### config.mk
export PLATFORM = sky130hd
export DESIGN_NAME = comol_top
export DESIGN_NICKNAME = d
export VERILOG_FILES = /design/src/shared/comol_pkg.sv /design/src/comol_top.sv
export SDC_FILE = /design/constraint.sdc
export NUM_CORES = 1
export LEC_CHECK = 0
export BUFFER_PORTS_ARGS = -buffer_cell sky130_fd_sc_hd__buf_2
export CAP_MARGIN = 20
export CORE_MARGIN = 10
export CORE_UTILIZATION = 59
export DETAILED_ROUTE_END_ITERATION = 10
export GPL_ROUTABILITY_DRIVEN = 1
export HOLD_SLACK_MARGIN = 0.03
export PLACE_DENSITY_LB_ADDON = 0.3
export SYNTH_ARGS = -nofsm -noshare
export SYNTH_HDL_FRONTEND = slang
export SYNTH_SLANG_ARGS = --single-unit
export TNS_END_PERCENT = 30
### constraint.sdc
create_clock -name ref_clk -period 11.35 [get_ports ref_clk]
set_input_delay 3.405 -clock ref_clk [delete_from_list [all_inputs] [get_ports ref_clk]]
set_output_delay 3.405 -clock ref_clk [all_outputs]
set_load 0.01 [all_outputs]
### src/shared/comol_pkg.sv
// Package of constants and types for the control output mode logic.
package comol_pkg;

	// ----------------------------------------------------------------
	// Register offsets (byte addresses).
	// ----------------------------------------------------------------
	localparam logic [7:0] OFS_CTRL      = 8'h00;
	localparam logic [7:0] OFS_ALM_OUT   = 8'h04;
	localparam logic [7:0] OFS_RDY_HEAT  = 8'h08;
	localparam logic [7:0] OFS_RDY_COOL  = 8'h0c;
	localparam logic [7:0] OFS_PRESET    = 8'h10;
	localparam logic [7:0] OFS_PID_INIT  = 8'h14;
	localparam logic [7:0] OFS_DIFF      = 8'h18;
	localparam logic [7:0] OFS_OFFSET    = 8'h1c;
	localparam logic [7:0] OFS_SP        = 8'h20;
	localparam logic [7:0] OFS_ITIME     = 8'h24;
	localparam logic [7:0] OFS_DTIME     = 8'h28;
	localparam logic [7:0] OFS_STATUS    = 8'h2c;

	// ----------------------------------------------------------------
	// Control register field positions.
	// ----------------------------------------------------------------
	localparam int B_ONOFF     = 0;
	localparam int B_DIRECT    = 1;
	localparam int B_HEATCOOL  = 2;
	localparam int B_ALM_MODE  = 3;
	localparam int B_XFER_MODE = 4;
	localparam int B_DECIMAL   = 5;
	localparam int B_INIT_LO   = 6;
	localparam int B_INIT_HI   = 7;

	// ----------------------------------------------------------------
	// Values in tenths of a percent, and ranges.
	// ----------------------------------------------------------------
	localparam logic signed [15:0] PCT_MIN    = -16'sd100;
	localparam logic signed [15:0] PCT_MAX    = 16'sd1100;
	localparam logic signed [15:0] PCT_ZERO   = 16'sd0;
	localparam logic signed [15:0] PCT_HALF   = 16'sd500;
	localparam logic signed [15:0] OFS_MIN    = -16'sd1999;
	localparam logic signed [15:0] CNT_MAX    = 16'sd9999;
	localparam logic signed [15:0] DIFF_RST   = 16'sd5;
	localparam logic [31:0]        CTRL_RST   = 32'h0000_0000;
	localparam logic [15:0]        TIME_RST_I = 16'h0078;
	localparam logic [15:0]        TIME_RST_D = 16'h001e;

	// PID re-initialisation policy after a setpoint change.
	typedef enum logic [1:0] {
		INIT_AUTO  = 2'b00,
		INIT_NEVER = 2'b01,
		INIT_ALWAYS = 2'b10
	} comol_init_t;

endpackage

### src/comol_top.sv
// Output selection and mode transition logic of a single-loop controller.
`timescale 1ns/1ps
// Function
// - Alarm mode 0 keeps PID on MV; mode 1 forces alarm output value.
// - Process alarm is active when any of three alarm sources occurs.
// - Alarm and READY heat/cool values range -10.0..110.0 %, reset 0.0.
// - Cool READY value accessible only when not ON/OFF and heat/cool on.
// - AUTO to MANUAL: mode 0 holds MV, mode 1 loads preset value.
// - Preset manual default is 0.0 without heat/cool, 50.0 with it.
// - Powering up in MANUAL starts MV from the preset value.
// - Transfer, preset, init mode, init output, decimal need non-ON/OFF.
// - Init mode 0 re-initialises on setpoint change only when judged needed.
// - Init mode 1 never re-initialises on a setpoint change.
// - Init mode 2 re-initialises on every setpoint change.
// - Initial output seeds PID after READY to RUN and at power-up RUN.
// - Heat/cool change rewrites initial output to 50.0 or 0.0.
// - Decimal 0 gives whole seconds, 1 gives tenths, 0..9999 counts.
// - Decimal change keeps stored time counts unchanged.
// - Differential and offset accessible only under ON/OFF control.
// - Reverse action lowers MV as PV rises; direct action raises it.
module comol_top
	import comol_pkg::*;
(
	// Clock and reset.
	input  wire logic                ref_clk,
	input  wire logic                rst,
	// APB slave.
	input  wire logic                psel,
	input  wire logic                penable,
	input  wire logic                pwrite,
	input  wire logic [7:0]          paddr,
	input  wire logic [31:0]         pwdata,
	output logic      [31:0]         prdata,
	output logic                     pready,
	output logic                     pslverr,
	// Process side, from same-clock logic.
	input  wire logic signed [15:0]  process_value,
	input  wire logic signed [15:0]  pid_result,
	input  wire logic                process_alarm_one,
	input  wire logic                process_alarm_two,
	input  wire logic                process_alarm_three,
	input  wire logic                manual_mode,
	input  wire logic                ready_mode,
	input  wire logic                sp_group_change,
	input  wire logic                reinit_needed,
	// Actuator side.
	output logic signed [15:0]       manipulated_variable,
	output logic                     onoff_output,
	output logic                     pid_reinit,
	output logic                     pid_seed,
	output logic signed [15:0]       pid_seed_value,
	output logic [15:0]              integral_ticks,
	output logic [15:0]              derivative_ticks,
	output logic                     time_in_tenths
);
	import comol_pkg::*;

	// ----------------------------------------------------------------
	// Register storage.
	// ----------------------------------------------------------------
	logic [31:0]        ctrl_ff;
	logic signed [15:0] alm_out_ff, rdy_heat_ff, rdy_cool_ff, preset_ff, init_out_ff;
	logic signed [15:0] diff_ff, offset_ff, sp_ff;
	logic [15:0]        itime_ff, dtime_ff;
	logic               started_ff, manual_d_ff, ready_d_ff;

	// ----------------------------------------------------------------
	// Decode and field views.
	// ----------------------------------------------------------------
	wire logic               wr_en     = psel && penable && pwrite;
	wire logic signed [15:0] wval      = pwdata[15:0];
	wire logic               is_onoff  = ctrl_ff[B_ONOFF];
	wire logic               hc_en     = ctrl_ff[B_HEATCOOL];
	wire comol_init_t        init_mode = comol_init_t'(ctrl_ff[B_INIT_HI:B_INIT_LO]);
	wire logic               pct_ok    = (wval >= PCT_MIN) && (wval <= PCT_MAX);
	wire logic               cnt_ok    = (wval >= PCT_ZERO) && (wval <= CNT_MAX);
	wire logic               ofs_ok    = (wval >= OFS_MIN) && (wval <= CNT_MAX);
	wire logic               cool_ok   = !is_onoff && hc_en;
	// Any one of the three sources raises the process alarm.
	wire logic               process_alarm = process_alarm_one || process_alarm_two ||
		process_alarm_three;
	wire logic               wr_ctrl   = wr_en && (paddr == OFS_CTRL);
	// Fields gated by ON/OFF mode keep their value when the write is refused.
	wire logic [31:0] ctrl_wmask = is_onoff ?
		~((32'h0000_0001 << B_XFER_MODE) | (32'h0000_0001 << B_DECIMAL) |
		(32'h0000_0003 << B_INIT_LO)) : 32'hffff_ffff;
	wire logic [31:0] ctrl_new = (ctrl_ff & ~ctrl_wmask) | (pwdata & ctrl_wmask & 32'h0000_00ff);
	// Heat/cool is only changeable outside ON/OFF control.
	wire logic [31:0] ctrl_nxt = is_onoff ?
		{ctrl_new[31:B_HEATCOOL+1], ctrl_ff[B_HEATCOOL], ctrl_new[B_HEATCOOL-1:0]} : ctrl_new;
	wire logic hc_toggle = wr_ctrl && (ctrl_nxt[B_HEATCOOL] != hc_en);
	wire logic signed [15:0] hc_default = ctrl_nxt[B_HEATCOOL] ? PCT_HALF : PCT_ZERO;

	// ----------------------------------------------------------------
	// Register writes; a write takes effect in its access cycle.
	// ----------------------------------------------------------------
	always_ff @(posedge ref_clk or posedge rst) begin
		if (rst) begin
			ctrl_ff     <= CTRL_RST;
			alm_out_ff  <= PCT_ZERO;
			rdy_heat_ff <= PCT_ZERO;
			rdy_cool_ff <= PCT_ZERO;
			preset_ff   <= PCT_ZERO;
			init_out_ff <= PCT_ZERO;
			diff_ff     <= DIFF_RST;
			offset_ff   <= PCT_ZERO;
			sp_ff       <= PCT_ZERO;
			itime_ff    <= TIME_RST_I;
			dtime_ff    <= TIME_RST_D;
		end else if (wr_en) begin
			if (wr_ctrl) ctrl_ff <= ctrl_nxt;
			if (hc_toggle) begin
				preset_ff   <= hc_default;
				init_out_ff <= hc_default;
			end
			if (paddr == OFS_ALM_OUT && pct_ok) alm_out_ff <= wval;
			if (paddr == OFS_RDY_HEAT && pct_ok) rdy_heat_ff <= wval;
			if (paddr == OFS_RDY_COOL && pct_ok && cool_ok) rdy_cool_ff <= wval;
			if (paddr == OFS_PRESET && pct_ok && !is_onoff) preset_ff <= wval;
			if (paddr == OFS_PID_INIT && pct_ok && !is_onoff) init_out_ff <= wval;
			if (paddr == OFS_DIFF && cnt_ok && is_onoff) diff_ff <= wval;
			if (paddr == OFS_OFFSET && ofs_ok && is_onoff) offset_ff <= wval;
			if (paddr == OFS_SP) sp_ff <= wval;
			if (paddr == OFS_ITIME && cnt_ok) itime_ff <= wval;
			if (paddr == OFS_DTIME && cnt_ok) dtime_ff <= wval;
		end
	end

	// ----------------------------------------------------------------
	// Read mux; unmapped addresses read zero with an error.
	// ----------------------------------------------------------------
	wire logic mapped = (paddr[1:0] == 2'b00) && (paddr <= OFS_STATUS);
	wire logic [31:0] status_word = {24'h00_0000, 2'b00, pid_reinit, pid_seed,
		started_ff, process_alarm, onoff_output, ready_mode};
	logic [31:0] rd_mux;
	always_comb begin
		unique case (paddr)
			OFS_CTRL:     rd_mux = ctrl_ff;
			OFS_ALM_OUT:  rd_mux = {{16{alm_out_ff[15]}}, alm_out_ff};
			OFS_RDY_HEAT: rd_mux = {{16{rdy_heat_ff[15]}}, rdy_heat_ff};
			OFS_RDY_COOL: rd_mux = {{16{rdy_cool_ff[15]}}, rdy_cool_ff};
			OFS_PRESET:   rd_mux = {{16{preset_ff[15]}}, preset_ff};
			OFS_PID_INIT: rd_mux = {{16{init_out_ff[15]}}, init_out_ff};
			OFS_DIFF:     rd_mux = {16'h0000, diff_ff};
			OFS_OFFSET:   rd_mux = {{16{offset_ff[15]}}, offset_ff};
			OFS_SP:       rd_mux = {{16{sp_ff[15]}}, sp_ff};
			OFS_ITIME:    rd_mux = {16'h0000, itime_ff};
			OFS_DTIME:    rd_mux = {16'h0000, dtime_ff};
			OFS_STATUS:   rd_mux = status_word;
			default:      rd_mux = 32'h0000_0000;
		endcase
	end

	// APB answer: pready high in every access cycle, zero wait states.
	always_ff @(posedge ref_clk or posedge rst) begin
		if (rst) begin
			prdata  <= 32'h0000_0000;
			pready  <= 1'b0;
			pslverr <= 1'b0;
		end else begin
			pready  <= psel && !penable;
			pslverr <= psel && !penable && !mapped;
			prdata  <= (psel && !penable && !pwrite) ? rd_mux : 32'h0000_0000;
		end
	end

	// ----------------------------------------------------------------
	// Event detection.
	// ----------------------------------------------------------------
	wire logic sp_written   = wr_en && (paddr == OFS_SP) && (wval != sp_ff);
	wire logic sp_change    = sp_written || sp_group_change;
	wire logic to_manual    = manual_mode && !manual_d_ff && started_ff;
	wire logic to_run       = (!ready_mode && ready_d_ff) || (!started_ff && !ready_mode);
	wire logic power_manual = !started_ff && manual_mode;

	// Re-initialisation decision per policy.
	logic do_reinit;
	always_comb begin
		unique case (init_mode)
			INIT_AUTO:   do_reinit = sp_change && reinit_needed;
			INIT_NEVER:  do_reinit = 1'b0;
			INIT_ALWAYS: do_reinit = sp_change;
			default:     do_reinit = 1'b0;
		endcase
	end

	// ----------------------------------------------------------------
	// ON/OFF hysteresis; the switch point is setpoint plus offset.
	// ----------------------------------------------------------------
	wire logic signed [17:0] pv_x   = 18'(process_value);
	wire logic signed [17:0] point  = 18'(sp_ff) + 18'(offset_ff);
	wire logic signed [17:0] low_pt = point - 18'(diff_ff);
	wire logic signed [17:0] hi_pt  = point + 18'(diff_ff);
	wire logic direct = ctrl_ff[B_DIRECT];
	// Reverse: off at or above point, on below point minus differential.
	// Direct: off at or below point, on above point plus differential.
	wire logic rev_on  = (pv_x < low_pt);
	wire logic rev_off = (pv_x >= point);
	wire logic dir_on  = (pv_x > hi_pt);
	wire logic dir_off = (pv_x <= point);
	wire logic sw_on   = direct ? dir_on : rev_on;
	wire logic sw_off  = direct ? dir_off : rev_off;
	wire logic nxt_onoff = ready_mode ? 1'b0 : sw_on ? 1'b1 : sw_off ? 1'b0 : onoff_output;

	// ----------------------------------------------------------------
	// MV source selection, READY first, then manual, then ON/OFF, then alarm, then PID.
	// ----------------------------------------------------------------
	wire logic signed [15:0] ready_val = (hc_en && direct) ? rdy_cool_ff : rdy_heat_ff;
	wire logic signed [15:0] onoff_mv  = onoff_output ? 16'sd1000 : PCT_ZERO;
	wire logic signed [15:0] auto_mv   = is_onoff ? onoff_mv :
		(ctrl_ff[B_ALM_MODE] && process_alarm) ? alm_out_ff : pid_result;
	wire logic xfer_preset = ctrl_ff[B_XFER_MODE] && !is_onoff;
	wire logic signed [15:0] nxt_mv =
		ready_mode ? ready_val :
		power_manual ? preset_ff :
		to_manual ? (xfer_preset ? preset_ff : manipulated_variable) :
		manual_mode ? manipulated_variable : auto_mv;

	// Output and history flops; manual MV is held until software adds a path.
	always_ff @(posedge ref_clk or posedge rst) begin
		if (rst) begin
			manipulated_variable <= PCT_ZERO;
			onoff_output         <= 1'b0;
			pid_reinit           <= 1'b0;
			pid_seed             <= 1'b0;
			pid_seed_value       <= PCT_ZERO;
			started_ff           <= 1'b0;
			manual_d_ff          <= 1'b0;
			ready_d_ff           <= 1'b1;
		end else begin
			manipulated_variable <= nxt_mv;
			onoff_output         <= is_onoff ? nxt_onoff : 1'b0;
			pid_reinit           <= do_reinit && !is_onoff;
			pid_seed             <= to_run && !manual_mode;
			pid_seed_value       <= init_out_ff;
			started_ff           <= 1'b1;
			manual_d_ff          <= manual_mode;
			ready_d_ff           <= ready_mode;
		end
	end

	// Time counts pass through unchanged; only their unit follows the decimal bit.
	always_ff @(posedge ref_clk or posedge rst) begin
		if (rst) begin
			integral_ticks   <= TIME_RST_I;
			derivative_ticks <= TIME_RST_D;
			time_in_tenths   <= 1'b0;
		end else begin
			integral_ticks   <= itime_ff;
			derivative_ticks <= dtime_ff;
			time_in_tenths   <= ctrl_ff[B_DECIMAL];
		end
	end

	// ----------------------------------------------------------------
	// Assertions.
	// ----------------------------------------------------------------
	a_alarm_forces_mv: assert property (@(posedge ref_clk) disable iff (rst)
		(!ready_mode && !manual_mode && started_ff && !is_onoff && process_alarm &&
		ctrl_ff[B_ALM_MODE]) |=> (manipulated_variable == $past(alm_out_ff)))
		else $error("MV not forced to alarm value.");
	a_alarm_any_src: assert property (@(posedge ref_clk) disable iff (rst)
		(!ready_mode && !manual_mode && started_ff && !is_onoff && ctrl_ff[B_ALM_MODE] &&
		!process_alarm_one && !process_alarm_two && !process_alarm_three) |=>
		(manipulated_variable == $past(pid_result)))
		else $error("MV left the PID result with no alarm source active.");
	a_pct_range: assert property (@(posedge ref_clk) disable iff (rst)
		(alm_out_ff >= PCT_MIN) && (alm_out_ff <= PCT_MAX) &&
		(rdy_heat_ff >= PCT_MIN) && (rdy_heat_ff <= PCT_MAX) &&
		(rdy_cool_ff >= PCT_MIN) && (rdy_cool_ff <= PCT_MAX))
		else $error("Percent value out of range.");
	a_cool_locked: assert property (@(posedge ref_clk) disable iff (rst)
		!cool_ok |=> $stable(rdy_cool_ff))
		else $error("Cool READY value changed while locked.");
	a_bumpless_hold: assert property (@(posedge ref_clk) disable iff (rst)
		(to_manual && !ready_mode && !xfer_preset) |=> $stable(manipulated_variable))
		else $error("Bumpless transfer moved MV.");
	a_preset_load: assert property (@(posedge ref_clk) disable iff (rst)
		(to_manual && !ready_mode && xfer_preset) |=> manipulated_variable == $past(preset_ff))
		else $error("Preset not loaded on manual change.");
	a_no_reinit_never: assert property (@(posedge ref_clk) disable iff (rst)
		(init_mode == INIT_NEVER) |=> !pid_reinit)
		else $error("Reinit under never policy.");
	a_reinit_always: assert property (@(posedge ref_clk) disable iff (rst)
		(init_mode == INIT_ALWAYS && sp_change && !is_onoff) |=> pid_reinit)
		else $error("Missed reinit under always policy.");
	a_hc_rewrite: assert property (@(posedge ref_clk) disable iff (rst)
		hc_toggle |=> (init_out_ff == (hc_en ? PCT_HALF : PCT_ZERO)))
		else $error("Initial output not rewritten.");
	a_onoff_locked: assert property (@(posedge ref_clk) disable iff (rst)
		!is_onoff |=> $stable(diff_ff) && $stable(offset_ff))
		else $error("ON/OFF setting changed outside ON/OFF.");
	a_ready_wins: assert property (@(posedge ref_clk) disable iff (rst)
		(ready_mode && !hc_en) |=> manipulated_variable == $past(rdy_heat_ff))
		else $error("READY value not on MV.");
	a_rev_off: assert property (@(posedge ref_clk) disable iff (rst)
		(is_onoff && !direct && !ready_mode && rev_off) |=> !onoff_output)
		else $error("Reverse output not off above point.");
	a_power_manual: assert property (@(posedge ref_clk) disable iff (rst)
		(!started_ff && manual_mode && !ready_mode) |=>
		(manipulated_variable == $past(preset_ff)))
		else $error("Power-up in MANUAL did not start from the preset.");
	a_power_seed: assert property (@(posedge ref_clk) disable iff (rst)
		(!started_ff && !ready_mode && !manual_mode) |=> pid_seed)
		else $error("No seed at power-up into RUN.");
	a_seed_value: assert property (@(posedge ref_clk) disable iff (rst)
		pid_seed |-> (pid_seed_value == $past(init_out_ff)))
		else $error("Seed value is not the initial output.");
	a_reinit_auto: assert property (@(posedge ref_clk) disable iff (rst)
		(init_mode == INIT_AUTO && !is_onoff) |=>
		(pid_reinit == $past(sp_change && reinit_needed)))
		else $error("Auto policy reinit does not follow the judgement.");
	a_decimal_unit: assert property (@(posedge ref_clk) disable iff (rst)
		time_in_tenths == $past(ctrl_ff[B_DECIMAL]))
		else $error("Time unit does not follow the decimal setting.");
	a_ticks_kept: assert property (@(posedge ref_clk) disable iff (rst)
		(integral_ticks == $past(itime_ff)) && (derivative_ticks == $past(dtime_ff)))
		else $error("Time counts altered on the way out.");

endmodule // comol_top

# After elaboration in Yosys (flattened, before gate mapping)
# Cells that the tools add are included.
totals:
  reg_bits: 297
  latchBits: 0
  ram_bits: 0
  mem_bits_ro: 0
  inputBits: 84
  output_inout_bits: 102
  elab_cells: 151
  n_memories: 0
classes:
  add_sub_neg: 3
  mul: 0
  div_mod_pow: 0
  order_cmp: 10
  eq_ne: 17
  shifts: 0
  mux: 24
  n_bitwise: 4
  n_reduce_logical: 68
op_table:
  columns: ["op", "n"]
  rows:
  - ["32-bit case mux with 12 select lines", 1]
  - ["16-bit two-way mux", 11]
  - ["1-bit logical AND", 39]
  - ["32-bit bitwise AND", 1]
  - ["8-bit by 5-bit == test with 1-bit output (second input constant)", 4]
  - ["8-bit by 6-bit == test with 1-bit output (second input constant)", 4]
  - ["32-bit two-way mux", 1]
  - ["32-bit inverter", 1]
  - ["32-bit by 8-bit bitwise OR with 32-bit output", 1]
  - ["2-bit AND reduction", 12]
  - ["17-bit by 16-bit adder with 18-bit output", 1]
  - ["16-bit by 18-bit > comparator with 1-bit output", 1]
  - ["16-bit by 18-bit < comparator with 1-bit output", 1]
  - ["17-bit by 16-bit subtractor with 18-bit output", 1]
  - ["16-bit by 16-bit adder with 17-bit output", 1]
  - ["16-bit by 17-bit >= comparator with 1-bit output", 1]
  - ["16-bit by 17-bit <= comparator with 1-bit output", 1]
  - ["8-bit by 4-bit == test with 1-bit output (second input constant)", 2]
  - ["16-bit by 1-bit >= comparator with 1-bit output (second input constant)", 1]
  - ["16-bit by 12-bit >= comparator with 1-bit output (second input constant)", 1]
  - ["16-bit by 8-bit >= comparator with 1-bit output (second input constant)", 1]
  - ["16-bit by 12-bit <= comparator with 1-bit output (second input constant)", 1]
  - ["16-bit by 15-bit <= comparator with 1-bit output (second input constant)", 1]
  - ["16-bit != test", 1]
  - ["other kinds (18)", 36]

# Depth between registers and ports, before layout
# Gate-level depths: netlist (run 1).
logic_depth:
  depth_word: 9
  depth_mapped: 25
  mapped_depth_nobuf: 25

# Worst setup path after synthesis (run 1)
# No wires, ideal clock.
synth_path:
  kind: "input to register"
  start: "input port pwdata[12]"
  end: "register itime_ff[0]"
  setup_ns: 0.125
  t_arrival_ns: 5.205
  required_time_ns: 11.225
  path_slack_ns: 6.020
  cell_stages: 8
  path_cell_list: "buf_6 or4_4 o22a_1 nor3_1 and2_1 buf_2 buf_4 mux2_2"
synth_between:
  elab_chain_len: 4
synth_lines:
  columns: ["element", "line_no", "text"]
  rows:
  - ["start: declaration", "comol_top.sv:32", "input wire logic [31:0] pwdata,"]
  - ["16-bit by 1-bit >= comparator with 1-bit output or 16-bit by 15-bit <= comparator with 1-bit output (tied branches)", "comol_top.sv:76", "wire logic cnt_ok = (wval >= PCT_ZERO) && (wval <= CNT_MAX);"]
  - ["1-bit logical AND *", "comol_top.sv:76", null]
  - ["1-bit logical AND *", "comol_top.sv:124", "if (paddr == OFS_ITIME && cnt_ok) itime_ff <= wval;"]
  - ["2-bit AND reduction (no source line) *", null, null]
  - ["end signal: assignment", "comol_top.sv:124", null]
  - ["end: declaration", "comol_top.sv:64", "logic [15:0] itime_ff, dtime_ff;"]
# Mark *: on every way between the ends. The rest lies on a longest branch, timed or not.
# A chain may end at the register's enable or synchronous reset.

# Worst setup path after layout (run 1)
layout_path:
  start: "register sp_ff[0]"
  end: "register onoff_output"
layout_between:
  elab_chain_len: 7
layout_lines:
  columns: ["element", "line_no", "text"]
  rows:
  - ["start: declaration", "comol_top.sv:63", "logic signed [15:0] diff_ff, offset_ff, sp_ff;"]
  - ["start signal: assignment", "comol_top.sv:123", "if (paddr == OFS_SP) sp_ff <= wval;"]
  - ["16-bit by 16-bit adder with 17-bit output *", "comol_top.sv:191", "wire logic signed [17:0] point = 18'(sp_ff) + 18'(offset_ff);"]
  - ["17-bit by 16-bit subtractor with 18-bit output or 17-bit by 16-bit adder with 18-bit output (tied branches)", "comol_top.sv:192, comol_top.sv:193", null]
  - ["16-bit by 18-bit < comparator with 1-bit output or 16-bit by 18-bit > comparator with 1-bit output (tied branches)", "comol_top.sv:197, comol_top.sv:199", null]
  - ["1-bit two-way mux", "comol_top.sv:201", "wire logic sw_on = direct ? dir_on : rev_on;"]
  - ["1-bit two-way mux (2 in a row)", "comol_top.sv:203", "wire logic nxt_onoff = ready_mode ? 1'b0 : sw_on ? 1'b1 : sw_off ? 1'b0 : onoff_output;"]
  - ["1-bit two-way mux", "comol_top.sv:232", "onoff_output <= is_onoff ? nxt_onoff : 1'b0;"]
  - ["end signal: assignment", "comol_top.sv:232", null]
  - ["end: declaration", "comol_top.sv:48", "output logic onoff_output,"]
# Marked as above.

==> implementation parameters, run 1 <==
Parameter                              Value

Yosys
  Total of warnings raised by yosys ... 0
  Sequential element share of the synthesized area ... 43.79%
  Flip-flop and latch count after synthesis ... 258
  Mux cell area share after synthesis ... 9.308%
  Synth Instances ... 1432
  Simple-Gate Fraction of Synth Area ... 11.85%
  FFs w/ async S/R, synth ... 100.0%
  Synthesized-area fraction occupied by ao, oa, aoi and oai cells ... 17.86%
  Largest family of logic cells by synthesized area ... compound AO/OA/AOI/OAI gates
  Adder and majority gate portion of the synthesized area ... 9.029%
  Post-synthesis cell type count ... 74
  Primary flip-flop cell chosen by synthesis mapping ... sky130_fd_sc_hd__dfrtp_1
  Synth Cell Area ... 0.01480 mm²
  Synthesized Nets ... 1621
  Average cell area after synthesis ... 10.33 µm²
  Xor and xnor area share after synthesis ... 3.551%
  Count of flip-flops with a built-in enable after synthesis ... 0

Die
  Floorplan row count ... 57
  Core Area ... 0.02453 mm²
  Starting density of the core ... 60.32%
  Ports ... 186
  Die area ... 0.03182 mm²
  Floorplan die height ... 178.4 µm
  Chip width ... 178.4 µm

GRT
  Via count of the first global-routing pass ... 12530
  Pin count of the biggest net entering global routing ... 113
  Global-route usage over all layers ... 28.69%
  First-pass GRT wire length ... 71.57 mm
  Number of antenna violations at the first check in global routing ... 3
  Overflow after GRT ... 0

Timing
  Unrepaired setup endpoints after global routing ... no
  Minimum period implied by the final worst setup slack ... 6.340 ns
  Worst slew pin tran ... 1.034 ns
  Hold Violations, Final ... 0
  Final worst slack ... 5.010 ns
  Crit share post-route ... 55.86%
  Worst rel slew slack ... 31.06%
  Highest Clock Rate ... 157.7 MHz
  Final TNS setup ... 0 ns
  Worst setup skew after layout ... 0.01971 ns
  Final-report setup violation count ... 0
  Slew Limit Fails ... 0

Placement
  Number of buffers inserted by port buffering ... 169
  Half-perimeter wire length after placement ... 33.83 mm
  Pre-CTS setup slack ... 4.903 ns
  RePlAce Congestion ... 0.9621

Cells and area
  Register bank with the most flops ... prdata
  Fill cell instance count of the final layout ... 1932
  Flip-flop count of the largest register, all copies and words added ... 17
  Synthesis-to-finish area growth ... 12.79%
  Number of nets in the finished design ... 1746
  Share of layout cells above drive strength 1 ... 24.65%

Setup path
  Kind of start point of the critical path ... register
  CP Class ... register to register
  CP Capture Type ... register
  Crit path arrival time ... 6.75 ns
  Crit path max fanout ... 10
  Critical Path RT ... 11.76 ns

Routing
  Average wire per standard cell ... 24.37 µm
  Number of nets still failing antenna checks after routing ... 0
  Post-route DRC violation count ... 0
  DR vias ... 12500
  DRT Pass-1 Iters ... 7
  Vias per Instance ... 6.564
  First DRT Iteration DRCs ... 1442
  Total Wirelength ... 46.43 mm

Power
  Logic gate share of total power ... 9.8%
  Clock share of power ... 43.9%
  Relative contribution of sequential cells to total power ... 46.3%
  Internal Pwr Total ... 1.508 mW
  P_sw ... 511.4 µW
  Leakage ... 8.227 nW
  Peak supply drop ... 0.0001202 V
  Power per cell area ... 121.0 mW/mm²
  Switching portion of total power ... 25.32%

Clocking
  Clock tree from TritonCTS ... yes
  Latest clock arrival within the worst-skew pair ... 0.54 ns
  Clock-pin slew reported for the worst setup and hold paths after clock tree synthesis ... 0.06 ns
  Post-CTS sizing ... 0
  Longest Clk Path Bufs ... 3
  H-tree depth ... 1
  Count of buffers added by post-CTS timing repair for setup ... 0
  CTS Hold Buffers Added ... 0
  Clock tree root driver cell ... sky130_fd_sc_hd__clkbuf_16
  Num CTS Buffers ... 27
  Number of sinks handled by clock tree synthesis ... 258

Flow run
  Max_cap viols ... 0

Hold path
  Type of the tightest min-delay check ... register to register

Status
  Outcome ... finished, final reports clean
power groups by stage:
| stage | clock [mW] | combinational [mW] | sequential (mW) |
|---|---|---|---|
| 6_report | 0.886 | 0.198 | 0.936 |
| 5_1_grt | 0.933 | 0.220 | 0.936 |
| 4_1_cts | 0.890 | 0.194 | 0.936 |
| 3_5_place_dp | 0 | 0.193 | 0.952 |
| 3_3_place_gp | 0 | 0.188 | 0.952 |
| 2_1_floorplan | 0 | 0.122 | 0.952 |
path summary, 6_finish.rpt:
path,start,end,slack (ns),cells after the start
min,dtime_ff[4],derivative_ticks[4],0.38,0
max reg2reg,sp_ff[0],onoff_output,5.01,22
max in group asynchronous,rst,diff_ff[15],7.03,3
min reg2reg,dtime_ff[4],derivative_ticks[4],0.38,0
min in group asynchronous,rst,prdata[2],3.01,2
max,sp_ff[0],onoff_output,5.01,22
layout make-up:
cell class	count	area, µm²	share of cell area [%]
well taps	324	405.4	2.429
clock buffers	39	790.8	4.737
inverters	60	232.7	1.394
flip-flops and latches	258	6480	38.82
multi-input cells	1022	7645	45.80
clock inverters	11	107.6	0.6446
repair buffers	188	1023	6.131
diodes	3	7.507	0.04497
stage by stage:
stage                     hold WS, ns  cells  total power, mW  utilization (%)  cell area (µm²)
after floorplan                0.3591   1432            1.074                -            14800
after global placement         0.3686   1849            1.140            64.11            15730
after detailed placement       0.3708   1849            1.145            64.11            15730
after CTS                      0.3793   1899            2.020            67.77            16630
after global routing           0.3822   1905            2.089            68.04            16690
final                          0.3763   1905            2.020            68.04            16690
cell usage after synthesis, types with 5 or more instances:
master                      count  share of area (%)
sky130_fd_sc_hd__dfrtp_1      239                 40
sky130_fd_sc_hd__nand2_1      128                3.2
sky130_fd_sc_hd__mux2_2       112                8.5
sky130_fd_sc_hd__ha_1         102                8.6
sky130_fd_sc_hd__nor2_1        76                1.9
sky130_fd_sc_hd__a21oi_1       59                2.0
sky130_fd_sc_hd__inv_1         59                1.5
sky130_fd_sc_hd__clkbuf_1      55                1.4
sky130_fd_sc_hd__o21ai_0       50                1.7
sky130_fd_sc_hd__a22o_1        41                2.4
sky130_fd_sc_hd__a221oi_1      36                2.1
sky130_fd_sc_hd__nand3_1       35                1.2
sky130_fd_sc_hd__a21o_1        34                1.7
sky130_fd_sc_hd__xor2_1        33                2.0
sky130_fd_sc_hd__nor3_1        28               0.95
sky130_fd_sc_hd__xnor2_1       27                1.6
sky130_fd_sc_hd__a22oi_1       26                1.3
sky130_fd_sc_hd__a31oi_1       26                1.1
sky130_fd_sc_hd__buf_4         21                1.1
sky130_fd_sc_hd__dfstp_2       19                3.4
sky130_fd_sc_hd__nand2b_1      17               0.72
sky130_fd_sc_hd__a311oi_1      14               0.83
sky130_fd_sc_hd__nor2b_1       14               0.59
sky130_fd_sc_hd__o211ai_1      14               0.71
sky130_fd_sc_hd__buf_2         12               0.41
sky130_fd_sc_hd__nor4_1        12               0.51
sky130_fd_sc_hd__nand4_1       11               0.47
sky130_fd_sc_hd__a211oi_1       9               0.46
sky130_fd_sc_hd__o21a_1         9               0.46
sky130_fd_sc_hd__o31ai_1        8               0.41
sky130_fd_sc_hd__and2_1         7               0.30
sky130_fd_sc_hd__a2111oi_0      6               0.36
sky130_fd_sc_hd__a222oi_1       6               0.41
sky130_fd_sc_hd__and3_1         6               0.25
sky130_fd_sc_hd__o21ai_1        6               0.20
sky130_fd_sc_hd__mux2_4         5               0.51
sky130_fd_sc_hd__o21bai_1       5               0.25
cell usage in the layout (no fill, tap or decap), drive strengths merged, types with 5 or more instances in the layout:
cell type  synthesis  final
a2111oi            6      6
a211oi             9      9
a21o              34     34
a21oi             61     61
a221oi            36     36
a222oi             6      6
a22o              41     41
a22oi             26     26
a311oi            14     14
a31oi             26     26
and2               7      7
and3               6      6
buf               37    188
clkbuf            55     39
clkinv             1      5
clkinvlp           0      5
dfrtp            239    239
dfstp             19     19
ha               102    102
inv               59     60
mux2             118    118
nand2            131    131
nand2b            17     17
nand3             36     36
nand4             11     11
nor2              78     78
nor2b             14     14
nor3              30     30
nor4              15     15
o211ai            14     14
o21a               9      9
o21ai             56     56
o21bai             5      5
o31ai              8      8
xnor2             27     27
xor2              33     33
critical path, cell delays in order (launching register included):
cell and delay (ns):
sky130_fd_sc_hd__dfrtp_1 0.47, sky130_fd_sc_hd__ha_1 0.22, sky130_fd_sc_hd__inv_1 0.06, sky130_fd_sc_hd__fa_1 0.40, sky130_fd_sc_hd__nor2b_1 0.13, sky130_fd_sc_hd__o21a_1 0.15
sky130_fd_sc_hd__o21a_1 0.20, sky130_fd_sc_hd__o21a_1 0.20, sky130_fd_sc_hd__a31oi_1 0.11, sky130_fd_sc_hd__xnor2_1 0.34, sky130_fd_sc_hd__ha_1 0.42, sky130_fd_sc_hd__or3_1 0.47
sky130_fd_sc_hd__a2111oi_0 0.72, sky130_fd_sc_hd__nor3_1 0.20, sky130_fd_sc_hd__nor4_1 0.25, sky130_fd_sc_hd__a2bb2oi_1 0.26, sky130_fd_sc_hd__ha_1 0.17, sky130_fd_sc_hd__nand4_1 0.21
sky130_fd_sc_hd__nor4_1 0.44, sky130_fd_sc_hd__o31ai_1 0.21, sky130_fd_sc_hd__nand3_1 0.13, sky130_fd_sc_hd__a41oi_1 0.12, sky130_fd_sc_hd__a311oi_1 0.32
cell families (layout without fill, tap and decap cells):
kind of cell    count (synthesis)  count (layout)
mux                           121             121
simple gates                  362             362
buf+inv                       152             298
compound gates                373             373
fa+ha+maj                     105             105
other cells                     1               4
xor+xnor                       60              60
flops                         258             258
routing by layer:
layer | wire [µm] | vias up | GRT usage, % | share of wire, %
met3 | 5038 | 141 | 5.455 | 11
met4 | 1830 | 0 | 11.33 | 3.9
met1 | 18100 | 6058 | 38.23 | 39
met2 | 21470 | 800 | 45.37 | 46
met5 | 0 | - | 0 | 0
li1 | - | 5505 | - | -
No activity file was read; power rests on OpenSTA's default activity.
==> run 2: changes to the inputs <==
--- a/config.mk
+++ b/config.mk
@@ -8,7 +8,7 @@
 export BUFFER_PORTS_ARGS = -buffer_cell sky130_fd_sc_hd__buf_2
 export CAP_MARGIN = 20
 export CORE_MARGIN = 10
-export CORE_UTILIZATION = 59
+export CORE_UTILIZATION = 53
 export DETAILED_ROUTE_END_ITERATION = 10
 export GPL_ROUTABILITY_DRIVEN = 1
 export HOLD_SLACK_MARGIN = 0.03
==> constraint.sdc (replaced) <==
create_clock -name ref_clk -period 5.3 [get_ports ref_clk]
set_input_delay 1.59 -clock ref_clk [delete_from_list [all_inputs] [get_ports ref_clk]]
set_output_delay 1.59 -clock ref_clk [all_outputs]
set_load 0.01 [all_outputs]
==> run 2 against run 1 <==
Sequential power grew 110%. Critical path type unchanged. Worst setup slack lost 4.8 ns. Largest power group unchanged. Clock skew shrank 0.0054 ns. First-iteration DRC count shrank 12%. Die area grew 10%.
==> implementation parameters, run 2 (synthesis gave the netlist of run 1 again) <==
Parameter                              Value

Clocking
  Clock tree root driver cell ... sky130_fd_sc_hd__clkbuf_16
  H-tree depth ... 1
  CTS Hold Buffers Added ... 0
  Number of sinks handled by clock tree synthesis ... 258
  Clock-pin slew reported for the worst setup and hold paths after clock tree synthesis ... 0.07 ns
  Num CTS Buffers ... 26
  Latest clock arrival within the worst-skew pair ... 0.53 ns
  Clock tree from TritonCTS ... yes
  Longest Clk Path Bufs ... 3

Placement
  RePlAce Congestion ... 0.9631
  Number of buffers inserted by port buffering ... 169
  Half-perimeter wire length after placement ... 34.73 mm
  Post-Place Cell Area ... 0.01614 mm²

Timing
  Worst setup skew after layout ... 0.01429 ns
  Final TNS setup ... 0 ns
  Slew Limit Fails ... 0
  Worst slew pin tran ... 1.008 ns
  Highest Clock Rate ... 195.6 MHz
  Crit share post-route ... 96.45%
  Hold Violations, Final ... 0
  Minimum period implied by the final worst setup slack ... 5.112 ns
  Final-report setup violation count ... 0
  Worst rel slew slack ... 32.82%

Die
  Starting density of the core ... 53.42%
  Floorplan row count ... 61
  Die area ... 0.03501 mm²
  Chip width ... 187.1 µm
  Ports ... 186
  Core Area ... 0.02771 mm²
  Floorplan die height ... 187.1 µm

Cells and area
  Number of diodes ... 0
  Share of layout cells above drive strength 1 ... 28.96%
  Most common library cell in the layout ignoring fill and taps ... sky130_fd_sc_hd__dfrtp_1
  Number of nets in the finished design ... 1792
  Register bank with the most flops ... prdata
  Fin area ... 0.01729 mm²
  Flip-flop count of the largest register, all copies and words added ... 17
  Synthesis-to-finish area growth ... 16.83%
  Commonest cells after routing, fill and taps aside ... 238 x sky130_fd_sc_hd__dfrtp_1, 169 x sky130_fd_sc_hd__buf_2, 128 x sky130_fd_sc_hd__nand2_1

Power
  Power per cell area ... 246.7 mW/mm²
  Peak supply drop ... 0.0002927 V
  Total design power ... 4.266 mW
  Leakage ... 8.502 nW

GRT
  First-pass GRT wire length ... 71.99 mm
  Number of antenna violations at the first check in global routing ... 0
  Via count of the first global-routing pass ... 12420
  Overflow after GRT ... 0
  Global-route usage over all layers ... 25.61%
  Pin count of the biggest net entering global routing ... 95

Setup path
  Crit path arrival time ... 5.54 ns
  Cell family contributing the most delay on the critical path ... compound AO/OA/AOI/OAI gates
  Worst-path cell with the longest stage delay ... sky130_fd_sc_hd__fa_2
  CP Class ... register to register
  Critical Path RT ... 5.72 ns
  Kind of start point of the critical path ... register
  CP Capture Type ... register
  Delay of the slowest cell on the worst path ... 0.39 ns
  Crit path max fanout ... 4
  Worst path buffer plus inverter count ... 4

Routing
  Number of nets still failing antenna checks after routing ... 0
  First DRT Iteration DRCs ... 1264
  Total Wirelength ... 47.25 mm
  DR vias ... 12660
  DRT Pass-1 Iters ... 6
  Average wire per standard cell ... 23.61 µm
  Post-route DRC violation count ... 0
  Vias per Instance ... 6.327

Status
  Outcome ... finished, final reports clean

Flow run
  Max_cap viols ... 0

Hold path
  Type of the tightest min-delay check ... register to register
[run 2: cell types whose count changed in the layout (fill, tap and decap cells not counted), moves of 4 or more]
cell / change
sky130_fd_sc_hd__buf_4: +46
sky130_fd_sc_hd__ha_1: -8
sky130_fd_sc_hd__clkbuf_1: +5
sky130_fd_sc_hd__ha_2: +5
sky130_fd_sc_hd__o21ai_0: -5
sky130_fd_sc_hd__a2111oi_0: -4
sky130_fd_sc_hd__clkbuf_8: -4
sky130_fd_sc_hd__o21ai_1: +4
[run 2: cell type report]
cell class / count / area [µm²]
Clock inverter: 8 / 77.57
Multi-Input combinational cell: 1022 / 7910
Inverter: 60 / 229.0
Sequential cell: 258 / 6481
Tap cell: 378 / 473.0
Timing Repair Buffer: 235 / 1365
Fill cell: 2234 / 10420
Clock buffer: 40 / 754.5
[run 2: per-stage QoR]
stage	hold WS, ns	utilization, %	std cells	worst slack [ns]
2_1_floorplan	0.3591	-	1432	0.3259
3_3_place_gp	0.3671	58.24	1947	0.1244
3_5_place_dp	0.3681	58.24	1947	0.05448
4_1_cts	0.3763	61.24	1995	0.02046
5_1_grt	0.3818	62.41	2001	-0.06616
6_report	0.3751	62.41	2001	0.1881
[run 2: power breakdown]
group	internal [mW]	switching [mW]	leakage [nW]	total [mW]
clock network	1.03	0.761	0.406	1.79
registers	1.99	0.0157	3.42	2.00
logic	0.181	0.287	4.67	0.468
[run 2: final timing paths]
path,cells past startpoint,slack [ns],from,to
worst min register to register,0,0.38,dtime_ff[3],derivative_ticks[3]
worst max register to register,26,0.19,offset_ff[0],onoff_output
min in group asynchronous,2,1.10,rst,rdy_heat_ff[14]
worst max-delay path,26,0.19,offset_ff[0],onoff_output
worst min-delay path,0,0.38,dtime_ff[3],derivative_ticks[3]
max in group asynchronous,3,3.22,rst,diff_ff[11]
[run 2: layer usage]
metal  part of all wire (%)  GRT usage (%)
met5                      0              0
met4                    4.5          10.51
met3                    9.4          6.078
met2                     45          39.61
met1                     41          33.87
[run 2: what timing repair did]
action,4_1_cts,5_1_grt
setup buffers,0,6
endpoints found under the setup margin,0,1
gates resized for setup,0,60
